**config.mk**
```make
export PLATFORM = sky130hd
export DESIGN_NAME = tdcr_result_path
export DESIGN_NICKNAME = d
export VERILOG_FILES = /design/src/hw/tdcr_pkg.sv /design/src/hw/tdcr_fifo.sv /design/src/hw/tdcr_shifter.sv /design/src/hw/tdcr_result_path.sv
export VERILOG_INCLUDE_DIRS = /design/src /design/src/hw
export SDC_FILE = /design/constraint.sdc
export NUM_CORES = 2
export LEC_CHECK = 0
export ABC_CLOCK_PERIOD_IN_PS = 6400
export BUFFER_PORTS_ARGS = -buffer_cell sky130_fd_sc_hd__buf_4
export CAP_MARGIN = 5
export CORE_AREA = 5 5 476 478
export CTS_CLUSTER_SIZE = 24
export DETAILED_ROUTE_END_ITERATION = 10
export DIE_AREA = 0 0 481 483
export GPL_TIMING_DRIVEN = 0
export PLACE_DENSITY_LB_ADDON = 0.2
export SYNTH_ARGS = -nofsm -noshare
export SYNTH_HDL_FRONTEND = slang
export SYNTH_SLANG_ARGS = --single-unit
export TNS_END_PERCENT = 30
```
**constraint.sdc**
```tcl
create_clock -name core_clk -period 6.4 [get_ports core_clk]
set_input_delay 1.6 -clock core_clk [delete_from_list [all_inputs] [get_ports core_clk]]
set_output_delay 1.6 -clock core_clk [all_outputs]
set_load 0.02 [all_outputs]
```
**src/hw/tdcr_defines.svh**
```systemverilog
`ifndef TDCR_DEFINES_SVH
`define TDCR_DEFINES_SVH
`define TDCR_FIFO_DEPTH  15
`define TDCR_FIFO_LAST   4'hE
`define TDCR_FIFO_FULL   4'hF
`define TDCR_PIPE_BITS   6'd5
`define TDCR_TAIL_BITS   6'd2
`define TDCR_TAG_VAL     1'b1
`define TDCR_ADDR_CTRL   8'h00
`define TDCR_ADDR_CMD    8'h04
`define TDCR_ADDR_STAT   8'h08
`define TDCR_ADDR_COUNT  8'h0C
`define TDCR_LAST_PAGE   4'h1
`define TDCR_CAL_PAGE    2'h1
`define TDCR_CTRL_RESET  32'h0000_1304
`define TDCR_CTRL_MASK   32'h001F_1377
`define TDCR_CMD_OT_CLR  0
`define TDCR_MASK_18     34'h0_0003_FFFF
`define TDCR_MASK_27     34'h0_07FF_FFFF
`define TDCR_MASK_34     34'h3_FFFF_FFFF
`define TDCR_HALF_75     4'h4
`define TDCR_HALF_150    4'h2
`define TDCR_HALF_300    4'h1
`endif

```
**src/hw/tdcr_pkg.sv**
```systemverilog
package tdcr_pkg;
   typedef struct packed {
      logic [10:0] rsv_hi;
      logic        sync_pol;
      logic [3:0]  event_pol;
      logic [2:0]  rsv_b;
      logic        mon_en;
      logic [1:0]  rsv_a;
      logic [1:0]  range;
      logic        rsv_c;
      logic        ddr;
      logic [1:0]  clk_sel;
      logic        rsv_d;
      logic [2:0]  length;
   } tdcr_ctrl_t;
   typedef struct packed {
      logic       valid;
      logic       write;
      logic [7:0] addr;
   } tdcr_ahb_req_t;
endpackage

```
**src/hw/tdcr_fifo.sv**
```systemverilog
`timescale 1ns/100ps
`default_nettype none
`include "tdcr_defines.svh"
module tdcr_fifo
(
   // Clock and reset
   input  wire logic        clk,
   input  wire logic        rst,
   // Fill side
   input  wire logic        push,
   input  wire logic [39:0] push_data,
   // Drain side
   input  wire logic        pop,
   output wire logic [39:0] head,
   output wire logic        full,
   output wire logic        empty
);
   logic [39:0] mem [`TDCR_FIFO_DEPTH];
   logic [3:0]  wr_ptr;
   logic [3:0]  rd_ptr;
   logic [3:0]  count;

   // A full FIFO drops the new stamp even when a pop lands in the same cycle
   wire do_push = push && !full;
   wire do_pop  = pop && !empty;

   assign full  = (count == `TDCR_FIFO_FULL);
   assign empty = (count == 4'h0);
   assign head  = mem[rd_ptr];

   function automatic logic [3:0] ptr_inc(input logic [3:0] p);
      ptr_inc = (p == `TDCR_FIFO_LAST) ? 4'h0 : p + 4'h1;
   endfunction

   always_ff @(posedge clk)
   begin
      if (do_push)
         mem[wr_ptr] <= push_data;
   end

   always_ff @(posedge clk)
   begin
      if (rst)
      begin
         wr_ptr <= 4'h0;
         rd_ptr <= 4'h0;
         count  <= 4'h0;
      end
      else
      begin
         if (do_push)
            wr_ptr <= ptr_inc(wr_ptr);
         if (do_pop)
            rd_ptr <= ptr_inc(rd_ptr);
         if (do_push && !do_pop)
            count <= count + 4'h1;
         else if (do_pop && !do_push)
            count <= count - 4'h1;
      end
   end
endmodule // tdcr_fifo
`default_nettype wire

```
**src/hw/tdcr_shifter.sv**
```systemverilog
`timescale 1ns/100ps
`default_nettype none
module tdcr_shifter
(
   // Clock and reset
   input  wire logic        clk,
   input  wire logic        rst,
   // Timing
   input  wire logic        bit_en,
   input  wire logic        load,
   // Word to send
   input  wire logic        valid,
   input  wire logic        tag,
   input  wire logic [39:0] word,
   input  wire logic [5:0]  len,
   // Serial pins
   output var  logic        data,
   output var  logic        strobe
);
   logic [39:0] sreg;
   logic [5:0]  left;

   always_ff @(posedge clk)
   begin
      if (rst)
      begin
         sreg   <= 40'h00_0000_0000;
         left   <= 6'h00;
         data   <= 1'b0;
         strobe <= 1'b1;
      end
      else if (bit_en)
      begin
         if (load && valid)
         begin
            data   <= tag;
            sreg   <= word;
            left   <= len;
            strobe <= 1'b0;
         end
         else if (left != 6'h00)
         begin
            data   <= sreg[0];
            sreg   <= {1'b0, sreg[39:1]};
            left   <= left - 6'h01;
            strobe <= 1'b0;
         end
         else
         begin
            // Idle and tail bit times carry no data
            data   <= 1'b0;
            strobe <= 1'b1;
         end
      end
   end
endmodule // tdcr_shifter
`default_nettype wire

```
**src/hw/tdcr_result_path.sv**
```systemverilog
// Added by the designer: the placing of the registers and the AHB-Lite interface to the registers.
`timescale 1ns/100ps
`default_nettype none
`include "tdcr_defines.svh"
module tdcr_result_path
   import tdcr_pkg::*;
(
   // Clock and reset
   input  wire logic        core_clk,
   input  wire logic        rst,
   // AHB-Lite slave
   input  wire logic        hsel,
   input  wire logic [31:0] haddr,
   input  wire logic [1:0]  htrans,
   input  wire logic        hwrite,
   input  wire logic [2:0]  hsize,
   input  wire logic [31:0] hwdata,
   input  wire logic        hready,
   output var  logic        hreadyout,
   output var  logic        hresp,
   output var  logic [31:0] hrdata,
   // Measurement pins
   input  wire logic [3:0]  event_in,
   input  wire logic        sync_in,
   input  wire logic        overtemp_sense,
   // Result link
   output var  logic        result_clk,
   output wire logic [3:0]  result_data,
   output wire logic [3:0]  result_strobe,
   // Overtemperature
   output var  logic        overtemp_alarm_pin_o,
   output var  logic        overtemp_alarm_pin_oe,
   output var  logic        power_down
);
   tdcr_ctrl_t    ctrl;
   tdcr_ahb_req_t req_q;
   logic [31:0]   cal_mem [16];
   logic [5:0]    pin_meta;
   logic [5:0]    pin_sync;
   logic [5:0]    pin_prev;
   logic [33:0]   coarse;
   logic [33:0]   sync_stamp;
   logic          overtemp_flag;
   logic [3:0]    half_cnt;
   logic          phase;
   logic [5:0]    frame_pos;
   logic [5:0]    len_q;
   logic [39:0]   alu_q [4];
   logic [3:0]    alu_vld;
   logic [3:0]    fifo_full;
   logic [3:0]    fifo_empty;
   logic [39:0]   fifo_head [4];
   logic [31:0]   rd_mux;
   logic          sign_hold;
   logic          sent_vld;

   function automatic logic edge_hit(input logic pol, input logic now, input logic was);
      edge_hit = pol ? (was && !now) : (!was && now);
   endfunction

   function automatic logic [5:0] len_of(input logic [2:0] sel);
      case (sel)
         3'h0:    len_of = 6'd8;
         3'h1:    len_of = 6'd16;
         3'h2:    len_of = 6'd24;
         3'h3:    len_of = 6'd32;
         default: len_of = 6'd40;
      endcase
   endfunction

   // Low n-1 bits of the result, the result's sign in bit n-1
   function automatic logic [39:0] place_sign(input logic [39:0] v, input logic [5:0] n);
      logic [39:0] top;
      top = 40'h00_0000_0001 << (n - 6'h01);
      place_sign = (v & (top - 40'h00_0000_0001)) | (v[39] ? top : 40'h00_0000_0000);
   endfunction

   // Pin decode
   wire capt_en = !power_down;
   wire ot_lvl  = pin_sync[5];
   wire sync_hit = capt_en && edge_hit(ctrl.sync_pol, pin_sync[4], pin_prev[4]);

   // Counter range; the reserved code keeps the widest counter
   wire [33:0] range_mask = (ctrl.range == 2'b01) ? `TDCR_MASK_18 :
                            (ctrl.range == 2'b10) ? `TDCR_MASK_27 :
                            `TDCR_MASK_34;

   // Bit-rate divider; the reserved select runs at the slowest rate
   wire [3:0] half_div = (ctrl.clk_sel == 2'b01) ? `TDCR_HALF_150 :
                         (ctrl.clk_sel == 2'b10) ? `TDCR_HALF_300 :
                         `TDCR_HALF_75;
   wire half_en = (half_cnt >= half_div - 4'h1);
   wire mid_en  = half_en && !phase;
   wire bit_en  = half_en && phase;

   // Frame timing
   wire [5:0] len_sel     = len_of(ctrl.length);
   wire       frame_start = bit_en && (frame_pos == len_q + `TDCR_TAIL_BITS);
   wire       load_pulse  = bit_en && (frame_pos + `TDCR_PIPE_BITS == len_q + `TDCR_TAIL_BITS);

   // Bus decode
   wire addr_ok = hsel && htrans[1] && hready && (hsize == 3'b010) && (haddr[31:8] == 24'h00_0000);
   wire wr_now  = req_q.valid && req_q.write;
   wire wr_ctrl = wr_now && (req_q.addr == `TDCR_ADDR_CTRL);
   wire wr_cmd  = wr_now && (req_q.addr == `TDCR_ADDR_CMD);
   wire wr_cal  = wr_now && (req_q.addr[7:6] == `TDCR_CAL_PAGE);
   wire ot_clear = wr_cmd && hwdata[`TDCR_CMD_OT_CLR];
   wire [7:0] rd_addr = haddr[7:0];

   always_comb
   begin
      if (rd_addr == `TDCR_ADDR_CTRL)
         rd_mux = ctrl;
      else if (rd_addr == `TDCR_ADDR_STAT)
         rd_mux = {22'h00_0000, power_down, overtemp_flag, fifo_empty, fifo_full};
      else if (rd_addr == `TDCR_ADDR_COUNT)
         rd_mux = coarse[31:0];
      else if (rd_addr[7:4] == `TDCR_LAST_PAGE)
         rd_mux = alu_q[rd_addr[3:2]][31:0];
      else if (rd_addr[7:6] == `TDCR_CAL_PAGE)
         rd_mux = cal_mem[rd_addr[5:2]];
      else
         rd_mux = 32'h0000_0000;
   end

   // Pins cross into core_clk through two flops before use
   always_ff @(posedge core_clk)
   begin
      if (rst)
      begin
         pin_meta <= 6'h00;
         pin_sync <= 6'h00;
         pin_prev <= 6'h00;
      end
      else
      begin
         pin_meta <= {overtemp_sense, sync_in, event_in};
         pin_sync <= pin_meta;
         pin_prev <= pin_sync;
      end
   end

   // Zero-wait slave: read data is latched in the address phase
   always_ff @(posedge core_clk)
   begin
      if (rst)
      begin
         req_q     <= '0;
         hrdata    <= 32'h0000_0000;
         hreadyout <= 1'b1;
         hresp     <= 1'b0;
      end
      else
      begin
         req_q.valid <= addr_ok;
         req_q.write <= hwrite;
         req_q.addr  <= rd_addr;
         if (addr_ok && !hwrite)
            hrdata <= rd_mux;
      end
   end

   always_ff @(posedge core_clk)
   begin
      if (rst)
         ctrl <= `TDCR_CTRL_RESET;
      else if (wr_ctrl)
         ctrl <= hwdata & `TDCR_CTRL_MASK;
   end

   always_ff @(posedge core_clk)
   begin
      if (rst)
      begin
         for (int i = 0; i < 16; i++)
            cal_mem[i] <= 32'h0000_0000;
      end
      else if (wr_cal)
         cal_mem[req_q.addr[5:2]] <= hwdata;
   end

   // One stamp counter serves the sync and every event channel
   always_ff @(posedge core_clk)
   begin
      if (rst)
      begin
         coarse     <= 34'h0_0000_0000;
         sync_stamp <= 34'h0_0000_0000;
      end
      else
      begin
         coarse <= (coarse + 34'h0_0000_0001) & range_mask;
         if (sync_hit)
            sync_stamp <= coarse;
      end
   end

   // A new event wins over a clear in the same cycle
   always_ff @(posedge core_clk)
   begin
      if (rst)
      begin
         overtemp_flag         <= 1'b0;
         power_down            <= 1'b0;
         overtemp_alarm_pin_o  <= 1'b0;
         overtemp_alarm_pin_oe <= 1'b0;
      end
      else
      begin
         overtemp_flag         <= (overtemp_flag && !ot_clear) || (ctrl.mon_en && ot_lvl);
         power_down            <= overtemp_flag;
         overtemp_alarm_pin_oe <= overtemp_flag;
      end
   end

   // Shared result clock: rising edge sits mid-bit so the receiver samples a settled bit
   always_ff @(posedge core_clk)
   begin
      if (rst)
      begin
         half_cnt   <= 4'h0;
         phase      <= 1'b0;
         result_clk <= 1'b0;
      end
      else
      begin
         half_cnt <= half_en ? 4'h0 : half_cnt + 4'h1;
         if (half_en)
            phase <= !phase;
         if (mid_en)
            result_clk <= ctrl.ddr ? !result_clk : 1'b1;
         else if (bit_en && !ctrl.ddr)
            result_clk <= 1'b0;
      end
   end

   // Free-running frame counter, blind to capture timing
   always_ff @(posedge core_clk)
   begin
      if (rst)
      begin
         frame_pos <= 6'h00;
         len_q     <= 6'd40;
         sign_hold <= 1'b0;
         sent_vld  <= 1'b0;
      end
      else if (frame_start)
      begin
         frame_pos <= 6'h00;
         len_q     <= len_sel;
         sign_hold <= alu_q[0][39];
         sent_vld  <= alu_vld[0];
      end
      else if (bit_en)
         frame_pos <= frame_pos + 6'h01;
   end

   for (genvar ch = 0; ch < 4; ch++)
   begin : g_ch
      logic [39:0] alu;
      logic        vld;
      wire         hit = capt_en && edge_hit(ctrl.event_pol[ch], pin_sync[ch], pin_prev[ch]);
      wire [3:0]   cal_idx = {2'(ch), ctrl.sync_pol, ctrl.event_pol[ch]};
      wire [39:0]  cal_ext = {{8{cal_mem[cal_idx][31]}}, cal_mem[cal_idx]};
      wire [39:0]  diff = fifo_head[ch] - {6'h00, sync_stamp} + cal_ext;

      assign alu_q[ch]   = alu;
      assign alu_vld[ch] = vld;

      tdcr_fifo u_fifo
      (
         .clk       (core_clk),
         .rst       (rst),
         .push      (hit),
         .push_data ({6'h00, coarse}),
         .pop       (load_pulse),
         .head      (fifo_head[ch]),
         .full      (fifo_full[ch]),
         .empty     (fifo_empty[ch])
      );

      always_ff @(posedge core_clk)
      begin
         if (rst)
         begin
            alu <= 40'h00_0000_0000;
            vld <= 1'b0;
         end
         else if (load_pulse)
         begin
            // An empty pop keeps the last result readable and stale slots out of it
            if (!fifo_empty[ch])
               alu <= diff;
            vld <= !fifo_empty[ch];
         end
      end

      tdcr_shifter u_shift
      (
         .clk    (core_clk),
         .rst    (rst),
         .bit_en (bit_en),
         .load   (frame_start),
         .valid  (vld),
         .tag    (`TDCR_TAG_VAL),
         .word   (place_sign(alu, len_sel)),
         .len    (len_sel),
         .data   (result_data[ch]),
         .strobe (result_strobe[ch])
      );
   end
endmodule // tdcr_result_path
`default_nettype wire

```
==> results.ini <==
[synthesis]
synth_top_area_cell=edfxtp_1
yosysUniqueCellTypes=92
synth-xor-area-share_pct=0.939
synth.top_cell.area_share_pct=55.2
synthAdderAreaFrac_pct=3.58
ys_top_cells_by_area=edfxtp_1 55%, mux4_2 14%, dfxtp_1 8.4%, and2_1 2.4%, fa_1 2.0%
synth_area_mm2=0.139
synth_seq_area_share_pct=63.6
avgSynthCellArea_um2=15.1
synthCells=9187
synthMuxAreaShare_pct=15.4
synth_top_family_by_area=multiplexers
ys_ff_latch=3135
ys.warnings.count=0
post_synth_and_or_nand_nor_area_fraction_pct=7.60
synth-main-ff-cell=edfxtp_1
async_reset_ff_share_pct=0
synth_edf_count=2552
synth_compound_area_share_pct=5.60

[detailed_routing]
viasPerCell=7.03
vias=91800
wl_met2_um=220000
dr_wl_met3_um=73800
drt-met1-wl_um=173000
drcViolationCount=0
highest_layer=met5
drt-initial-drc-count=17100
drt-total-wl_um=507000
wire_per_inst_um=38.8
ant_nets=0
firstDrtPassIters=10

[floorplan]
rows=173
initial_core_util_pct=62.7
die_x_um=481
coreArea_mm2=0.221
dieArea_mm2=0.232
die_h_um=483
io_pins=126

[timing]
period_needed_ns=6.26
relSlewSlack_pct=-2.39
rsz0062_at_grt=true
fin_setup_tns_ns=0
worst_pin_slew_ns=1.54
period_share_pct=97.8
finalMaxSlewViolations=22
skew_ns=0.0861
hold_violations=0
fmaxAchievable_mhz=160
setup-violations-final=0

[setup_path]
path_class=register to register
critical_path_arrival_ns=7.06
crit_fanout=10
cp-end-kind=register
start_kind=register
critPathRequiredTime_ns=7.21

[cells_and_area]
layout_common_cells=2552 x edfxtp_1, 860 x mux4_2, 655 x nand2_1, 594 x inv_1, 545 x dfxtp_1
layout.nets=10200
layout_commonest_cell=edfxtp_1
area_growth_pct=13.5
stdcell_count=13100
drive_above_1_share_pct=19.2

[global_routing]
grtUsageTotal_pct=43.5
grt_pass1_vias=89100
grt_max_degree=67
grt_pass1_wl_um=697000
gr-total-overflow=0
antenna_found_initial=49

[place]
dp.final_hpwl_um=349000
portBuffers=119
placed_cells=12500
place_congestion=1.05

[power]
cellPowerDensity_mw_per_mm2=273
vdd_drop_max_uv=332
leakage_nw=53.7

[worst_hold_path]
min_path_type=register to register

[clocking]
clk_pin_slew_ns=0.06
cts_tree=built
cts_hold_buf=0
htreeDepth=5
cts_buffers=333
clockRootBuffer=clkbuf_16
cts_sinks=3135
cts_buffer_depth=4
clock_latency_ns=1.00

[flow_run]
cap_viol_max_count=2

[run_status]
violations=capacitance limit, slew limit
status=complete, but fails checks

## critical path: stages, from the launching register on
cell and delay, ns:
dfxtp_1 0.30, clkbuf_1 0.44, clkbuf_1 0.86, mux4_2 0.43, mux4_2 0.48, inv_1 0.22
fa_1 0.51, inv_1 0.10, ha_1 0.31, a21oi_1 0.28, o21ai_0 0.35, or4_1 0.59
o21ai_0 0.45, o21ai_0 0.18, a31oi_1 0.22, xor2_1 0.27, o21ai_0 0.11
## synth_stat cells, types with 173 or more instances
master / n
edfxtp_1: 2552
mux4_2: 860
nand2_1: 655
inv_1: 597
dfxtp_1: 583
and2_1: 525
nor2_1: 478
clkbuf_1: 384
a21oi_1: 329
o21ai_0: 294
mux2i_1: 202
ha_1: 173
## routing by layer
metal	global-route usage, %	up-vias
met2	63.0	7825
met5	0	-
met4	26.7	26
li1	-	36100
met1	58.2	46200
met3	13.6	1551
## metrics by stage
| step | setup slack (ns) | instance area, um2 | total power [W] | hold WS (ns) | util (%) |
|---|---|---|---|---|---|
| 2_1_floorplan | 1.25 | 139000 | 0.0236 | 0.414 | - |
| 4_1_cts | -0.000628 | 158000 | 0.0430 | 0.441 | 71.1 |
| 3_5_place_dp | -0.852 | 147000 | 0.0244 | 0.429 | 66.3 |
| 6_report | 0.144 | 158000 | 0.0431 | 0.442 | 71.2 |
| 3_3_place_gp | -2.90 | 144000 | 0.0243 | 0.429 | 64.8 |
| 5_1_grt | -0.00108 | 158000 | 0.0441 | 0.455 | 71.2 |
## timing repair
| item | CTS | global route |
|---|---|---|
| endpoints found under the setup margin | 59 | 66 |
| pin swaps | 0 | 0 |
| gates resized for setup | 53 | 68 |
| buffers inserted | 0 | 0 |
## cell type report
type / count / area [um2]
multi-input combinational: 4879 / 46600
buffer: 569 / 2460
sequential: 3135 / 88400
clock inverter: 145 / 1460
antenna: 25 / 62.6
clock buffer: 436 / 9020
timing repair buffer: 297 / 3700
inverter: 601 / 2270
fill: 13700 / 63700
tap: 2975 / 3720
## state kept, by name, indices dropped and copies added (netlist names), 5 cells and up, named ones only
signal / cells
cal_mem: 512
coarse: 34
ctrl: 14
frame_pos: 6
g_ch.alu: 160
g_ch.u_fifo.count: 16
g_ch.u_fifo.mem: 2040
g_ch.u_fifo.rd_ptr: 16
g_ch.u_fifo.wr_ptr: 16
g_ch.u_shift.left: 24
g_ch.u_shift.sreg: 160
hrdata: 32
pin_meta: 6
pin_prev: 5
pin_sync: 6
req_q: 10
sync_stamp: 34
## report_power, final
group,total (W),switching (W),internal (W),leakage (nW)
logic,0.00200,0.00132,0.000677,19.2
clock network,0.0191,0.00815,0.0109,5.13
registers,0.0220,0.000107,0.0219,29.4
total,0.0431,0.00958,0.0336,53.7
## worst paths after layout
check / depth (start not counted) / from / slack [ns] / endpoint
setup / recovery: 16 / register / 0.14 / g_ch[0].alu[26]$_SDFFE_PP0N_
hold / removal: 2 / g_ch[2].alu[37]$_SDFFE_PP0N_ / 0.44 / g_ch[2].alu[37]$_SDFFE_PP0N_
setup reg to reg: 16 / register / 0.14 / g_ch[0].alu[26]$_SDFFE_PP0N_
hold reg to reg: 2 / g_ch[2].alu[37]$_SDFFE_PP0N_ / 0.44 / g_ch[2].alu[37]$_SDFFE_PP0N_
## cells by family after synthesis
| logic type | count (synthesis) |
|---|---|
| AO/OA/AOI/OAI | 1182 |
| XOR/XNOR | 149 |
| adder cells (fa/ha/maj) | 313 |
| buffers and inverters | 1175 |
| flip-flops | 3135 |
| multiplexers | 1066 |
| other | 2 |
| AND/OR/NAND/NOR | 2165 |
(Power assumes the default switching activity.)
